===== src/rtl/tpm_pkg.sv =====
// Constants, register map and field layout of the timer and period-measure unit.
// Assumes a single 125 MHz system clock and an Avalon-MM word-addressed register bus.
// What this block does
// - Prescaler, timers 1-3 count from first rising edge
// - Timer 4 counts after first falling edge
// - Edges before timer 1 runs are not counted
// - During measurement, flag marks completion, not underflow
// - Stopping measurement may set timer 1 flag
// - Control bit changes may set external 0 flag
// - Counter pins stay readable as inputs always
package tpm_pkg;
   // ==========================================================
   // Register byte offsets (one word each)
   localparam logic [5:0] OFF_CTRL      = 6'h00;
   localparam logic [5:0] OFF_SRC_SEL   = 6'h04;
   localparam logic [5:0] OFF_PRESCALER = 6'h08;
   localparam logic [5:0] OFF_TIMER0    = 6'h0C; // Timers 1..4 at +4 each
   localparam logic [5:0] OFF_RELOAD0   = 6'h1C; // Reloads 1..4 at +4 each
   localparam logic [5:0] OFF_T4_HIGH   = 6'h2C;
   localparam logic [5:0] OFF_FLAGS     = 6'h30;
   localparam logic [5:0] OFF_EXT0      = 6'h34;
   localparam logic [5:0] OFF_PINS      = 6'h38;
   localparam logic [5:0] OFF_CAPTURE   = 6'h3C;

   // ==========================================================
   // Control register fields
   localparam int CTRL_RUN0     = 0; // Bits 0..3 run timers 1..4
   localparam int CTRL_PRE_RUN  = 4;
   localparam int CTRL_MEAS_EN  = 5;
   localparam int CTRL_MEAS_SRC = 6; // 0 interrupt 0 pin, 1 counter pin 0
   localparam int CTRL_PWM_EXT  = 7;
   localparam int CTRL_PWM_OE   = 8;
   localparam int CTRL_W        = 9;

   // Flag register fields, write one to clear
   localparam int FLAG_T0       = 0; // Bits 0..3 timer request flags
   localparam int FLAG_EXT0     = 4;

   // Interrupt 0 control and key-on fields
   localparam int EXT_SYNC_SEL  = 0;
   localparam int EXT_POL       = 2; // 1 rising active, 0 falling active
   localparam int EXT_IN_EN     = 3;
   localparam int EXT_KEYON     = 4;

   // Count source codes
   localparam logic [1:0] SRC_PRESCALER = 2'h0;
   localparam logic [1:0] SRC_SYSCLK    = 2'h1; // System clock divided by two
   localparam logic [1:0] SRC_CNT0      = 2'h2;
   localparam logic [1:0] SRC_CNT1      = 2'h3;

   // Reset values
   localparam logic [7:0] RST_BYTE      = 8'h00;
   localparam logic [7:0] RST_RELOAD    = 8'hFF;
endpackage


===== src/rtl/tpm_tmr_if.sv =====
// Carrier between the unit's control logic and one 8-bit reload timer.
// Assumes both ends run on the same system clock.
`timescale 1ns/1ps
`default_nettype none
interface tpm_tmr_if;
   logic       run;
   logic       tick;
   logic       load;
   logic [7:0] load_val;
   logic [7:0] reload_val;
   logic [7:0] count;
   logic       underflow;
   modport tmr (input run, tick, load, load_val, reload_val, output count, underflow);
   modport ctl (output run, tick, load, load_val, reload_val, input count, underflow);
endinterface
`default_nettype wire


===== src/rtl/tpm_timer.sv =====
// One 8-bit down counter with reload, driven by count ticks.
// Assumes ticks are already gated to the documented start edge.
`timescale 1ns/1ps
`default_nettype none
module tpm_timer
   import tpm_pkg::*;
(
   input  wire logic clk_i,
   input  wire logic rst_n_i,
   tpm_tmr_if.tmr    tif
);
   typedef struct packed {
      logic [7:0] count;
   } tpm_tmr_s;

   tpm_tmr_s st;
   tpm_tmr_s next_st;

   // ==========================================================
   // Underflow when a tick finds zero
   assign tif.underflow = tif.run & tif.tick & (st.count == RST_BYTE);
   assign tif.count     = st.count;

   // Load has priority; a load in the same cycle as a tick wins
   always_comb begin
      next_st = st;
      if (tif.load) begin
         next_st.count = tif.load_val;
      end else if (tif.underflow) begin
         next_st.count = tif.reload_val;
      end else if (tif.run & tif.tick) begin
         next_st.count = st.count - 8'h01;
      end
   end

   always_ff @(posedge clk_i or negedge rst_n_i) begin
      if (!rst_n_i) begin
         st <= '{count: RST_BYTE};
      end else begin
         st <= next_st;
      end
   end
endmodule
`default_nettype wire


===== src/rtl/tpm_top.sv =====
// Prescaler, four reload timers, PWM on timer 4, period measurement on timer 1
// and the external 0 request flag, behind an Avalon-MM slave.
// Assumes pin inputs are synchronous to SYS_CLK_I.
`timescale 1ns/1ps
`default_nettype none
module tpm_top
   import tpm_pkg::*;
(
   input  wire logic        SYS_CLK_I,
   input  wire logic        RST_N_I,
   input  wire logic [3:0]  AVS_ADDRESS_I,
   input  wire logic        AVS_READ_I,
   input  wire logic        AVS_WRITE_I,
   input  wire logic [31:0] AVS_WRITEDATA_I,
   output logic      [31:0] AVS_READDATA_O,
   output logic             AVS_WAITREQUEST_O,
   input  wire logic        COUNTER_PIN_ZERO_I,
   input  wire logic        COUNTER_PIN_ONE_I,
   output logic             COUNTER_PIN_ONE_O,
   output logic             COUNTER_PIN_ONE_OE_O,
   input  wire logic        EXT_IRQ_PIN_ZERO_I,
   output logic [3:0]       TIMER_REQUEST_O,
   output logic             EXT_ZERO_REQUEST_O
);
   typedef struct packed {
      logic [CTRL_W-1:0] ctrl;
      logic [7:0]        src_sel;
      logic [7:0]        pre_reload;
      logic [7:0]        pre_cnt;
      logic [3:0][7:0]   reload;
      logic [7:0]        t4_high;
      logic [4:0]        flags;
      logic [4:0]        ext_ctrl;
      logic [3:0]        src_prev;
      logic              t4_armed;
      logic              pwm;
      logic              half_clk;
      logic              meas_prev;
      logic              meas_busy;
      logic [7:0]        capture;
      logic              ext_prev;
      logic              served;
      logic [31:0]       rdata;
   } tpm_top_s;

   tpm_top_s st;
   tpm_top_s next_st;
   logic     rst_meta;
   logic     rst_n;

   // ==========================================================
   // Reset release through two flops
   always_ff @(posedge SYS_CLK_I or negedge RST_N_I) begin
      if (!RST_N_I) begin
         rst_meta <= 1'b0;
         rst_n    <= 1'b0;
      end else begin
         rst_meta <= 1'b1;
         rst_n    <= rst_meta;
      end
   end

   // ==========================================================
   // Timers
   tpm_tmr_if tif [4] ();
   logic [3:0]       tick;
   logic [3:0]       load;
   logic [3:0][7:0]  load_val;
   logic [3:0][7:0]  reload_val;
   logic [3:0][7:0]  count;
   logic [3:0]       uflow;

   for (genvar g = 0; g < 4; g++) begin : g_tmr
      assign tif[g].run        = st.ctrl[CTRL_RUN0 + g];
      assign tif[g].tick       = tick[g];
      assign tif[g].load       = load[g];
      assign tif[g].load_val   = load_val[g];
      assign tif[g].reload_val = reload_val[g];
      assign count[g]          = tif[g].count;
      assign uflow[g]          = tif[g].underflow;
      tpm_timer u_tmr (
         .clk_i   (SYS_CLK_I),
         .rst_n_i (rst_n),
         .tif     (tif[g])
      );
   end

   // ==========================================================
   // Ports
   assign AVS_WAITREQUEST_O    = (AVS_READ_I | AVS_WRITE_I) & ~st.served;
   assign AVS_READDATA_O       = st.rdata;
   assign COUNTER_PIN_ONE_O    = st.pwm;
   assign COUNTER_PIN_ONE_OE_O = st.ctrl[CTRL_PWM_OE];
   assign TIMER_REQUEST_O      = st.flags[FLAG_T0 +: 4];
   assign EXT_ZERO_REQUEST_O   = st.flags[FLAG_EXT0];

   // ==========================================================
   // Next-state logic
   always_comb begin
      logic       pre_tick;
      logic [3:0] lvl;
      logic       ext_act;
      logic       meas_lvl;
      logic       meas_edge;
      logic       wr;
      logic       rd;
      logic [5:0] off;
      logic [4:0] set_f;
      logic [4:0] clr_f;
      pre_tick  = 1'b0;
      lvl       = 4'h0;
      ext_act   = 1'b0;
      meas_lvl  = 1'b0;
      meas_edge = 1'b0;
      wr        = AVS_WRITE_I & st.served; // Lands where waitrequest is low
      rd        = AVS_READ_I & ~st.served;
      off       = {AVS_ADDRESS_I, 2'b00};
      set_f     = 5'h00;
      clr_f     = 5'h00;
      next_st   = st;
      tick      = 4'h0;
      load      = 4'h0;
      load_val  = '0;
      reload_val = st.reload;

      // One wait state per access; served is high for one cycle, then drops even if the request stays
      next_st.served   = (AVS_READ_I | AVS_WRITE_I) & ~st.served;
      next_st.half_clk = ~st.half_clk;

      // Prescaler runs on the system clock, underflow gives one tick
      if (st.ctrl[CTRL_PRE_RUN]) begin
         if (st.pre_cnt == RST_BYTE) begin
            pre_tick       = 1'b1;
            next_st.pre_cnt = st.pre_reload;
         end else begin
            next_st.pre_cnt = st.pre_cnt - 8'h01;
         end
      end

      // Source levels; ticks on rising edges so a level already high waits
      for (int i = 0; i < 4; i++) begin
         unique case (st.src_sel[2*i +: 2])
            SRC_PRESCALER: lvl[i] = pre_tick;
            SRC_SYSCLK:    lvl[i] = st.half_clk;
            SRC_CNT0:      lvl[i] = COUNTER_PIN_ZERO_I;
            SRC_CNT1:      lvl[i] = COUNTER_PIN_ONE_I;
         endcase
         tick[i] = lvl[i] & ~st.src_prev[i];
      end
      next_st.src_prev = lvl;

      // Timer 4 arms on the first falling edge after start
      if (!st.ctrl[CTRL_RUN0 + 3]) begin
         next_st.t4_armed = 1'b0;
      end else if (~lvl[3] & st.src_prev[3]) begin
         next_st.t4_armed = 1'b1;
      end
      tick[3] = tick[3] & st.t4_armed;

      // PWM toggles on timer 4 underflow; high interval may use its own reload
      if (~st.pwm & st.ctrl[CTRL_PWM_EXT]) begin
         reload_val[3] = st.t4_high;
      end
      if (uflow[3]) begin
         next_st.pwm = ~st.pwm;
      end

      // Underflow flags, except timer 1 while measuring
      set_f[3:0] = uflow;
      if (st.ctrl[CTRL_MEAS_EN]) begin
         set_f[0] = 1'b0;
      end

      // External 0 active level; gating and polarity changes can raise it
      ext_act = st.ext_ctrl[EXT_IN_EN] & ~(EXT_IRQ_PIN_ZERO_I ^ st.ext_ctrl[EXT_POL]);
      next_st.ext_prev = ext_act;
      set_f[FLAG_EXT0] = ext_act & ~st.ext_prev;

      // Period measurement on timer 1
      meas_lvl = st.ctrl[CTRL_MEAS_SRC] ? COUNTER_PIN_ZERO_I : ext_act;
      next_st.meas_prev = meas_lvl;
      meas_edge = meas_lvl & ~st.meas_prev & st.ctrl[CTRL_MEAS_EN] & st.ctrl[CTRL_RUN0];
      if (meas_edge) begin
         load[0]     = 1'b1;
         load_val[0] = st.reload[0];
         if (st.meas_busy) begin
            next_st.capture = count[0];
            set_f[0]        = 1'b1;
         end
         next_st.meas_busy = 1'b1;
      end
      if (!st.ctrl[CTRL_MEAS_EN]) begin
         next_st.meas_busy = 1'b0;
      end

      // Register writes
      if (wr) begin
         unique case (off)
            OFF_CTRL: begin
               next_st.ctrl = AVS_WRITEDATA_I[CTRL_W-1:0];
               if (st.ctrl[CTRL_MEAS_EN] & ~AVS_WRITEDATA_I[CTRL_MEAS_EN] & st.meas_busy) begin
                  set_f[0]          = 1'b1;
                  next_st.meas_busy = 1'b0;
               end
            end
            OFF_SRC_SEL:   next_st.src_sel = AVS_WRITEDATA_I[7:0];
            OFF_PRESCALER: begin
               next_st.pre_reload = AVS_WRITEDATA_I[7:0];
               next_st.pre_cnt    = AVS_WRITEDATA_I[7:0];
            end
            OFF_T4_HIGH:   next_st.t4_high  = AVS_WRITEDATA_I[7:0];
            OFF_FLAGS:     clr_f            = AVS_WRITEDATA_I[4:0];
            OFF_EXT0:      next_st.ext_ctrl = AVS_WRITEDATA_I[4:0];
            default: begin
               for (int i = 0; i < 4; i++) begin
                  if (off == OFF_TIMER0 + 6'(4 * i)) begin
                     load[i]     = 1'b1;
                     load_val[i] = AVS_WRITEDATA_I[7:0];
                  end
                  if (off == OFF_RELOAD0 + 6'(4 * i)) begin
                     next_st.reload[i] = AVS_WRITEDATA_I[7:0];
                  end
               end
            end
         endcase
      end

      // Flags: a hardware set wins over a software clear
      next_st.flags = (st.flags & ~clr_f) | set_f;

      // Read data captured in the wait cycle
      if (rd) begin
         next_st.rdata = 32'h0000_0000;
         unique case (off)
            OFF_CTRL:      next_st.rdata[CTRL_W-1:0] = st.ctrl;
            OFF_SRC_SEL:   next_st.rdata[7:0] = st.src_sel;
            OFF_PRESCALER: next_st.rdata[7:0] = st.pre_cnt;
            OFF_T4_HIGH:   next_st.rdata[7:0] = st.t4_high;
            OFF_FLAGS:     next_st.rdata[4:0] = st.flags;
            OFF_EXT0:      next_st.rdata[4:0] = st.ext_ctrl;
            OFF_PINS:      next_st.rdata[2:0] = {EXT_IRQ_PIN_ZERO_I, COUNTER_PIN_ONE_I,
                                                 COUNTER_PIN_ZERO_I};
            OFF_CAPTURE:   next_st.rdata[7:0] = st.capture;
            default: begin
               for (int i = 0; i < 4; i++) begin
                  if (off == OFF_TIMER0 + 6'(4 * i)) begin
                     next_st.rdata[7:0] = count[i];
                  end
                  if (off == OFF_RELOAD0 + 6'(4 * i)) begin
                     next_st.rdata[7:0] = st.reload[i];
                  end
               end
            end
         endcase
      end
   end

   // ==========================================================
   // State register
   always_ff @(posedge SYS_CLK_I or negedge rst_n) begin
      if (!rst_n) begin
         st         <= '0;
         st.reload  <= {4{RST_RELOAD}};
         st.t4_high <= RST_RELOAD;
      end else begin
         st <= next_st;
      end
   end
endmodule
`default_nettype wire


===== config.mk =====
export PLATFORM = sky130hd
export DESIGN_NAME = tpm_top
export DESIGN_NICKNAME = d
export VERILOG_FILES = /design/src/rtl/tpm_pkg.sv /design/src/rtl/tpm_tmr_if.sv /design/src/rtl/tpm_timer.sv /design/src/rtl/tpm_top.sv
export SDC_FILE = /design/constraint.sdc
export NUM_CORES = 1
export LEC_CHECK = 0
export BUFFER_PORTS_ARGS = -buffer_cell sky130_fd_sc_hd__buf_2
export CAP_MARGIN = 20
export CORE_ASPECT_RATIO = 2
export CORE_MARGIN = 5
export CORE_UTILIZATION = 30
export CTS_CLUSTER_DIAMETER = 40
export DETAILED_ROUTE_END_ITERATION = 12
export GPL_TIMING_DRIVEN = 0
export PLACE_DENSITY_LB_ADDON = 0.25
export RECOVER_POWER = 25
export SYNTH_ARGS = -nofsm -noshare
export SYNTH_HDL_FRONTEND = slang
export SYNTH_SLANG_ARGS = --single-unit

===== constraint.sdc =====
create_clock -name SYS_CLK_I -period 13.45 [get_ports SYS_CLK_I]
set_input_delay 2.69 -clock SYS_CLK_I [delete_from_list [all_inputs] [get_ports SYS_CLK_I]]
set_output_delay 2.69 -clock SYS_CLK_I [all_outputs]
set_load 0.03 [all_outputs]

Word level (Yosys, flattened, before mapping)
Index checks and enable logic that the tools add are counted.
Cells by class
  add/subtract/negate cells: 5
  equality and inequality tests: 28
  mux-type cells: 72
  bitwise logic cells: 43
  reductions and logical operators: 26
Operator list (number)
  $mux W8: 35
  $mux W32: 3
  $mux W48: 1
  $logic_not A8 Y1: 5
  $sub A8 B1 Y8 const B: 5
  $eq A4 B4 Y1 const B: 8
  $and A1 B1 Y1: 25
  $pmux W3 S8: 1
  $mux W1: 21
  $pmux W3 S6: 1
  $eq A2 B2 Y1 const B: 8
  $eq A4 B3 Y1 const B: 4
  $pmux W1 S4: 4
  $pmux W2 S8: 1
  $not A1 Y1: 13
  $reduce_and A2 Y1: 6
  $reduce_and A3 Y1: 4
  $reduce_bool A3 Y1: 4
  $mux W5: 2
  $mux W9: 1
  $eq A2 B1 Y1 const B: 4
  $eq A4 B2 Y1 const B: 2
  $logic_not A2 Y1: 4
  $mux W4: 2
  other kinds (10): 10
Storage, ports and cells
  register bits after elaboration: 145
  bits of input ports: 43
  output and inout bits: 40
  word-level logic and storage cells: 201

Longest topological paths before layout
  word-level depth: 14
  gate-level depth with buffers: 9
  depth with buffers taken out: 8

Cells and area by module
A second synthesis with hierarchy kept.
Second synthesis, totals
  cell total of the unflattened synthesis: 907
  area total of the unflattened synthesis: 8969.9 um^2
By module, submodules not included
  tpm_top: times used 1, cells each 631, area each 6612.6 um^2, sequential area each 2877.8 um^2
  tpm_timer: times used 4, cells each 69, area each 589.3 um^2, sequential area each 200.2 um^2

Worst setup path after synthesis
OpenSTA, ideal clock, no wires.
  path kind: input port to output port
  start: input port AVS_WRITE_I
  end: output port AVS_WAITREQUEST_O
  data arrival time: 3.142 ns
  required time: 10.760 ns
  setup slack: 7.618 ns
  stages on the path: 2
  path buffers: 0
  cell sequence: nor2_1 -> nor2_1
On the way
  longest elaborated chain between the ends: 2
Ends and longest elaborated chain
  start, declared: RTL line tpm_top.sv:13  | input wire logic AVS_WRITE_I,
  $or A1 B1 Y1: RTL line tpm_top.sv:90  | assign AVS_WAITREQUEST_O = (AVS_READ_I | AVS_WRITE_I) & ~st.served;
  $and A1 B1 Y1: RTL line tpm_top.sv:90
  end, declared: RTL line tpm_top.sv:16  | output logic AVS_WAITREQUEST_O,
Every way passes these cells.

Final worst setup path
Same ends and word-level chain as after synthesis.

==> results.yml <==
timing:
  hold_violations: 0
  fin_setup_tns_ns: 0
  fmax_mhz: 168.4
  rsz0062_at_grt: "false"
  slew_headroom_pct: -84.05
  setup_viol: 0
  worstMarginPinSlew_ns: 2.761
  period_share_pct: 44.16
  fin_worst_skew_ns: 0.006244
  maxSlewViolCount: 47
  post-route-min-period_ns: 5.939
setup_path:
  critPathMaxFanout: 5
  crit_path_start: "AVS_WRITE_I"
  crit_arrival_ns: 3.25
  end_kind: "output pin"
  timing.rr.end: "st[33]"
  worstRegToRegCells: 1
  ff2ff_setup_slack_ns: 9.62
  crit_required_ns: 10.76
  worstSetupStartpointType: "input port"
  cp-endpoint: "AVS_WAITREQUEST_O"
  crit-reg2reg-launch: "rst_n"
  worst-setup-path-type: "input port to output pin"
pwr:
  p_leak_nw: 4.178
  power.density_nw_per_um2: 176.5
  vdd_drop_max_uv: 93.43
yosys:
  seq_area_frac_synth_pct: 42.53
  synthTopCellsByArea: "dfrtp_1 30%, dfstp_2 12%, mux2_2 8.9%"
  synth_cell_types: 72
  synth.cell_area_um2: 8650
  yosysTopAreaCellShare_pct: 30.38
  ys_ff_latch: 145
  yosys_warnings: 0
  syn_inst: 942
  avgSynthCellArea_um2: 9.182
  synth_top_area_cell: "dfrtp_1"
  synth-main-ff-cell: "dfrtp_1"
  async_reset_ff_share_pct: 100.0
  synth_edf_count: 0
global_route:
  grt_pass1_wl_um: 48220
  grt_pass1_vias: 7588
  grt_max_degree: 66
  antenna_found_initial: 0
  overflow: 0
  track_usage_pct: 19.80
route:
  viasPerCell: 5.485
  ant_nets: 0
  drt_first_pass_iters: 5
  drtIter0Drc: 683
  drc: 0
  wl_per_cell_um: 22.80
  vias: 7652
  wl_um: 31800
final_layout:
  antennaDiodeCount: 0
  post_route_cells_drive_above_1_share_pct: 22.32
  final_cell_mix: "105 x dfrtp_1, 92 x nand2_1, 85 x nor2_1"
  fin_nets: 1072
  areaGrowthSynthToFinish_pct: 16.65
  final_util_pct: 35.24
  n_fill_cell: 3011
  layout_commonest_cell: "dfrtp_1"
worst_hold_path:
  min-delay-path-class: "flop to flop"
cts:
  clk_path_buf_depth: 2
  cts_tree: "done"
  post_cts_buffers: 0
  clk_latency_ns: 0.43
  cts_buffers: 17
  htreeDepth: 4
  cts_resized: 0
  cts_hold_buf: 0
  clk_pin_slew_ns: 0.06
  cts.sinks: 145
  cts_root_buf: "clkbuf_16"
run_status:
  violations: "capacitance limit, slew limit"
  outcome: "finished, violations left"
job:
  drv_cap: 1
floorplanning:
  die_area_um2: 32530
  pin_count: 83
  initial_core_util_pct: 30.21
  die_w_um: 130.1
  rows: 88
  core-area_um2: 28630
  die_h_um: 250.1
placement:
  hpwl_um: 23770
  gp_congestion: 0.9852
  numPortBuffers: 34
-- cell usage after synthesis, types with 6 or more instances --
library cell	instances
a22oi_1	8
o21ai_0	58
xnor2_1	6
a21oi_1	66
mux2i_1	28
nand2b_1	16
or3_1	7
nand3_1	15
buf_4	37
dfstp_2	40
mux2_2	68
and2_1	6
a211oi_1	15
nor3_1	30
a22o_1	8
nor4_1	7
clkbuf_1	42
nand2_1	92
a31oi_1	19
inv_1	32
nor2_1	85
nand3b_1	6
dfrtp_1	105
nor2b_1	14
a311oi_1	6
o22ai_1	10
ha_1	7
buf_1	6
-- state kept, by name, indices dropped and copies added (netlist names) --
| name | flops |
|---|---|
| TIMER_REQUEST_O | 4 |
| rst_meta | 1 |
| EXT_ZERO_REQUEST_O | 1 |
| tif.reload_val | 24 |
| COUNTER_PIN_ONE_O | 1 |
| rst_n | 1 |
| st | 71 |
| g_tmr.u_tmr.tif.count | 32 |
| AVS_READDATA_O | 9 |
| COUNTER_PIN_ONE_OE_O | 1 |
-- cell families (layout without fill, tap and decap cells) --
kind of cell	after synthesis	in the layout	share of synthesized area, %
multiplexers	96	96	12.09
AND/OR/NAND/NOR	309	309	17.45
XOR/XNOR	11	11	1.114
AO/OA/AOI/OAI	253	253	18.92
flip-flops	145	145	42.53
other	2	24	0.08683
adder cells (fa/ha/maj)	7	7	1.013
buffers and inverters	119	190	6.799
-- stage by stage --
step	setup slack [ns]	instances	power, mW	hold WS, ns	area, um2
after floorplan	7.618	964	1.042	0.3312	8732
after global placement	7.283	1358	1.216	0.3404	9353
after detailed placement	7.515	1362	1.231	0.3084	9427
after CTS	7.512	1394	1.789	0.3125	10110
after global routing	7.453	1395	1.873	0.3681	10090
final	7.511	1395	1.780	0.3583	10090
-- final cells by class --
cell class / count / area [um2] / share of cell area (%)
multi-input combinational: 700 / 4471 / 44.31
clock inverter: 8 / 171.4 / 1.699
clock buffer: 24 / 511.7 / 5.072
sequential: 145 / 3679 / 36.46
buffer: 87 / 467.9 / 4.638
tap: 360 / 450.4 / 4.464
timing repair buffer: 39 / 219.0 / 2.170
inverter: 32 / 120.1 / 1.190
-- critical path: stages --
cell and delay (ns):
buf_2 0.16, nor2_1 0.06, nor2_1 0.11, buf_2 0.22
-- power by group --
group | switching (mW) | total [mW] | internal [mW] | leakage [nW]
sequential | 0.175 | 0.746 | 0.571 | 1.75
clock | 0.189 | 0.548 | 0.359 | 0.333
combinational | 0.278 | 0.487 | 0.208 | 2.09
-- worst min-delay path by stage --
stage | from | endpoint | slack (ns) | depth (start not counted)
after global routing | rst_meta | rst_n | 0.37 | 0
final | rst_meta | rst_n | 0.36 | 0
after floorplan | rst_meta | rst_n | 0.33 | 0
after global placement | rst_meta | rst_n | 0.34 | 0
after CTS | rst_n | g_tmr[2].u_tmr.tif.count[0] | 0.31 | 0
after detailed placement | rst_n | g_tmr[2].u_tmr.tif.count[5] | 0.31 | 0
-- per-layer routing --
metal / share of wire, % / track usage (%)
met4: 3.5 / 7.402
met3: 5.3 / 3.137
met2: 49 / 31.69
met5: 0 / 0
met1: 43 / 26.67
No activity file was read; power rests on OpenSTA's default activity.
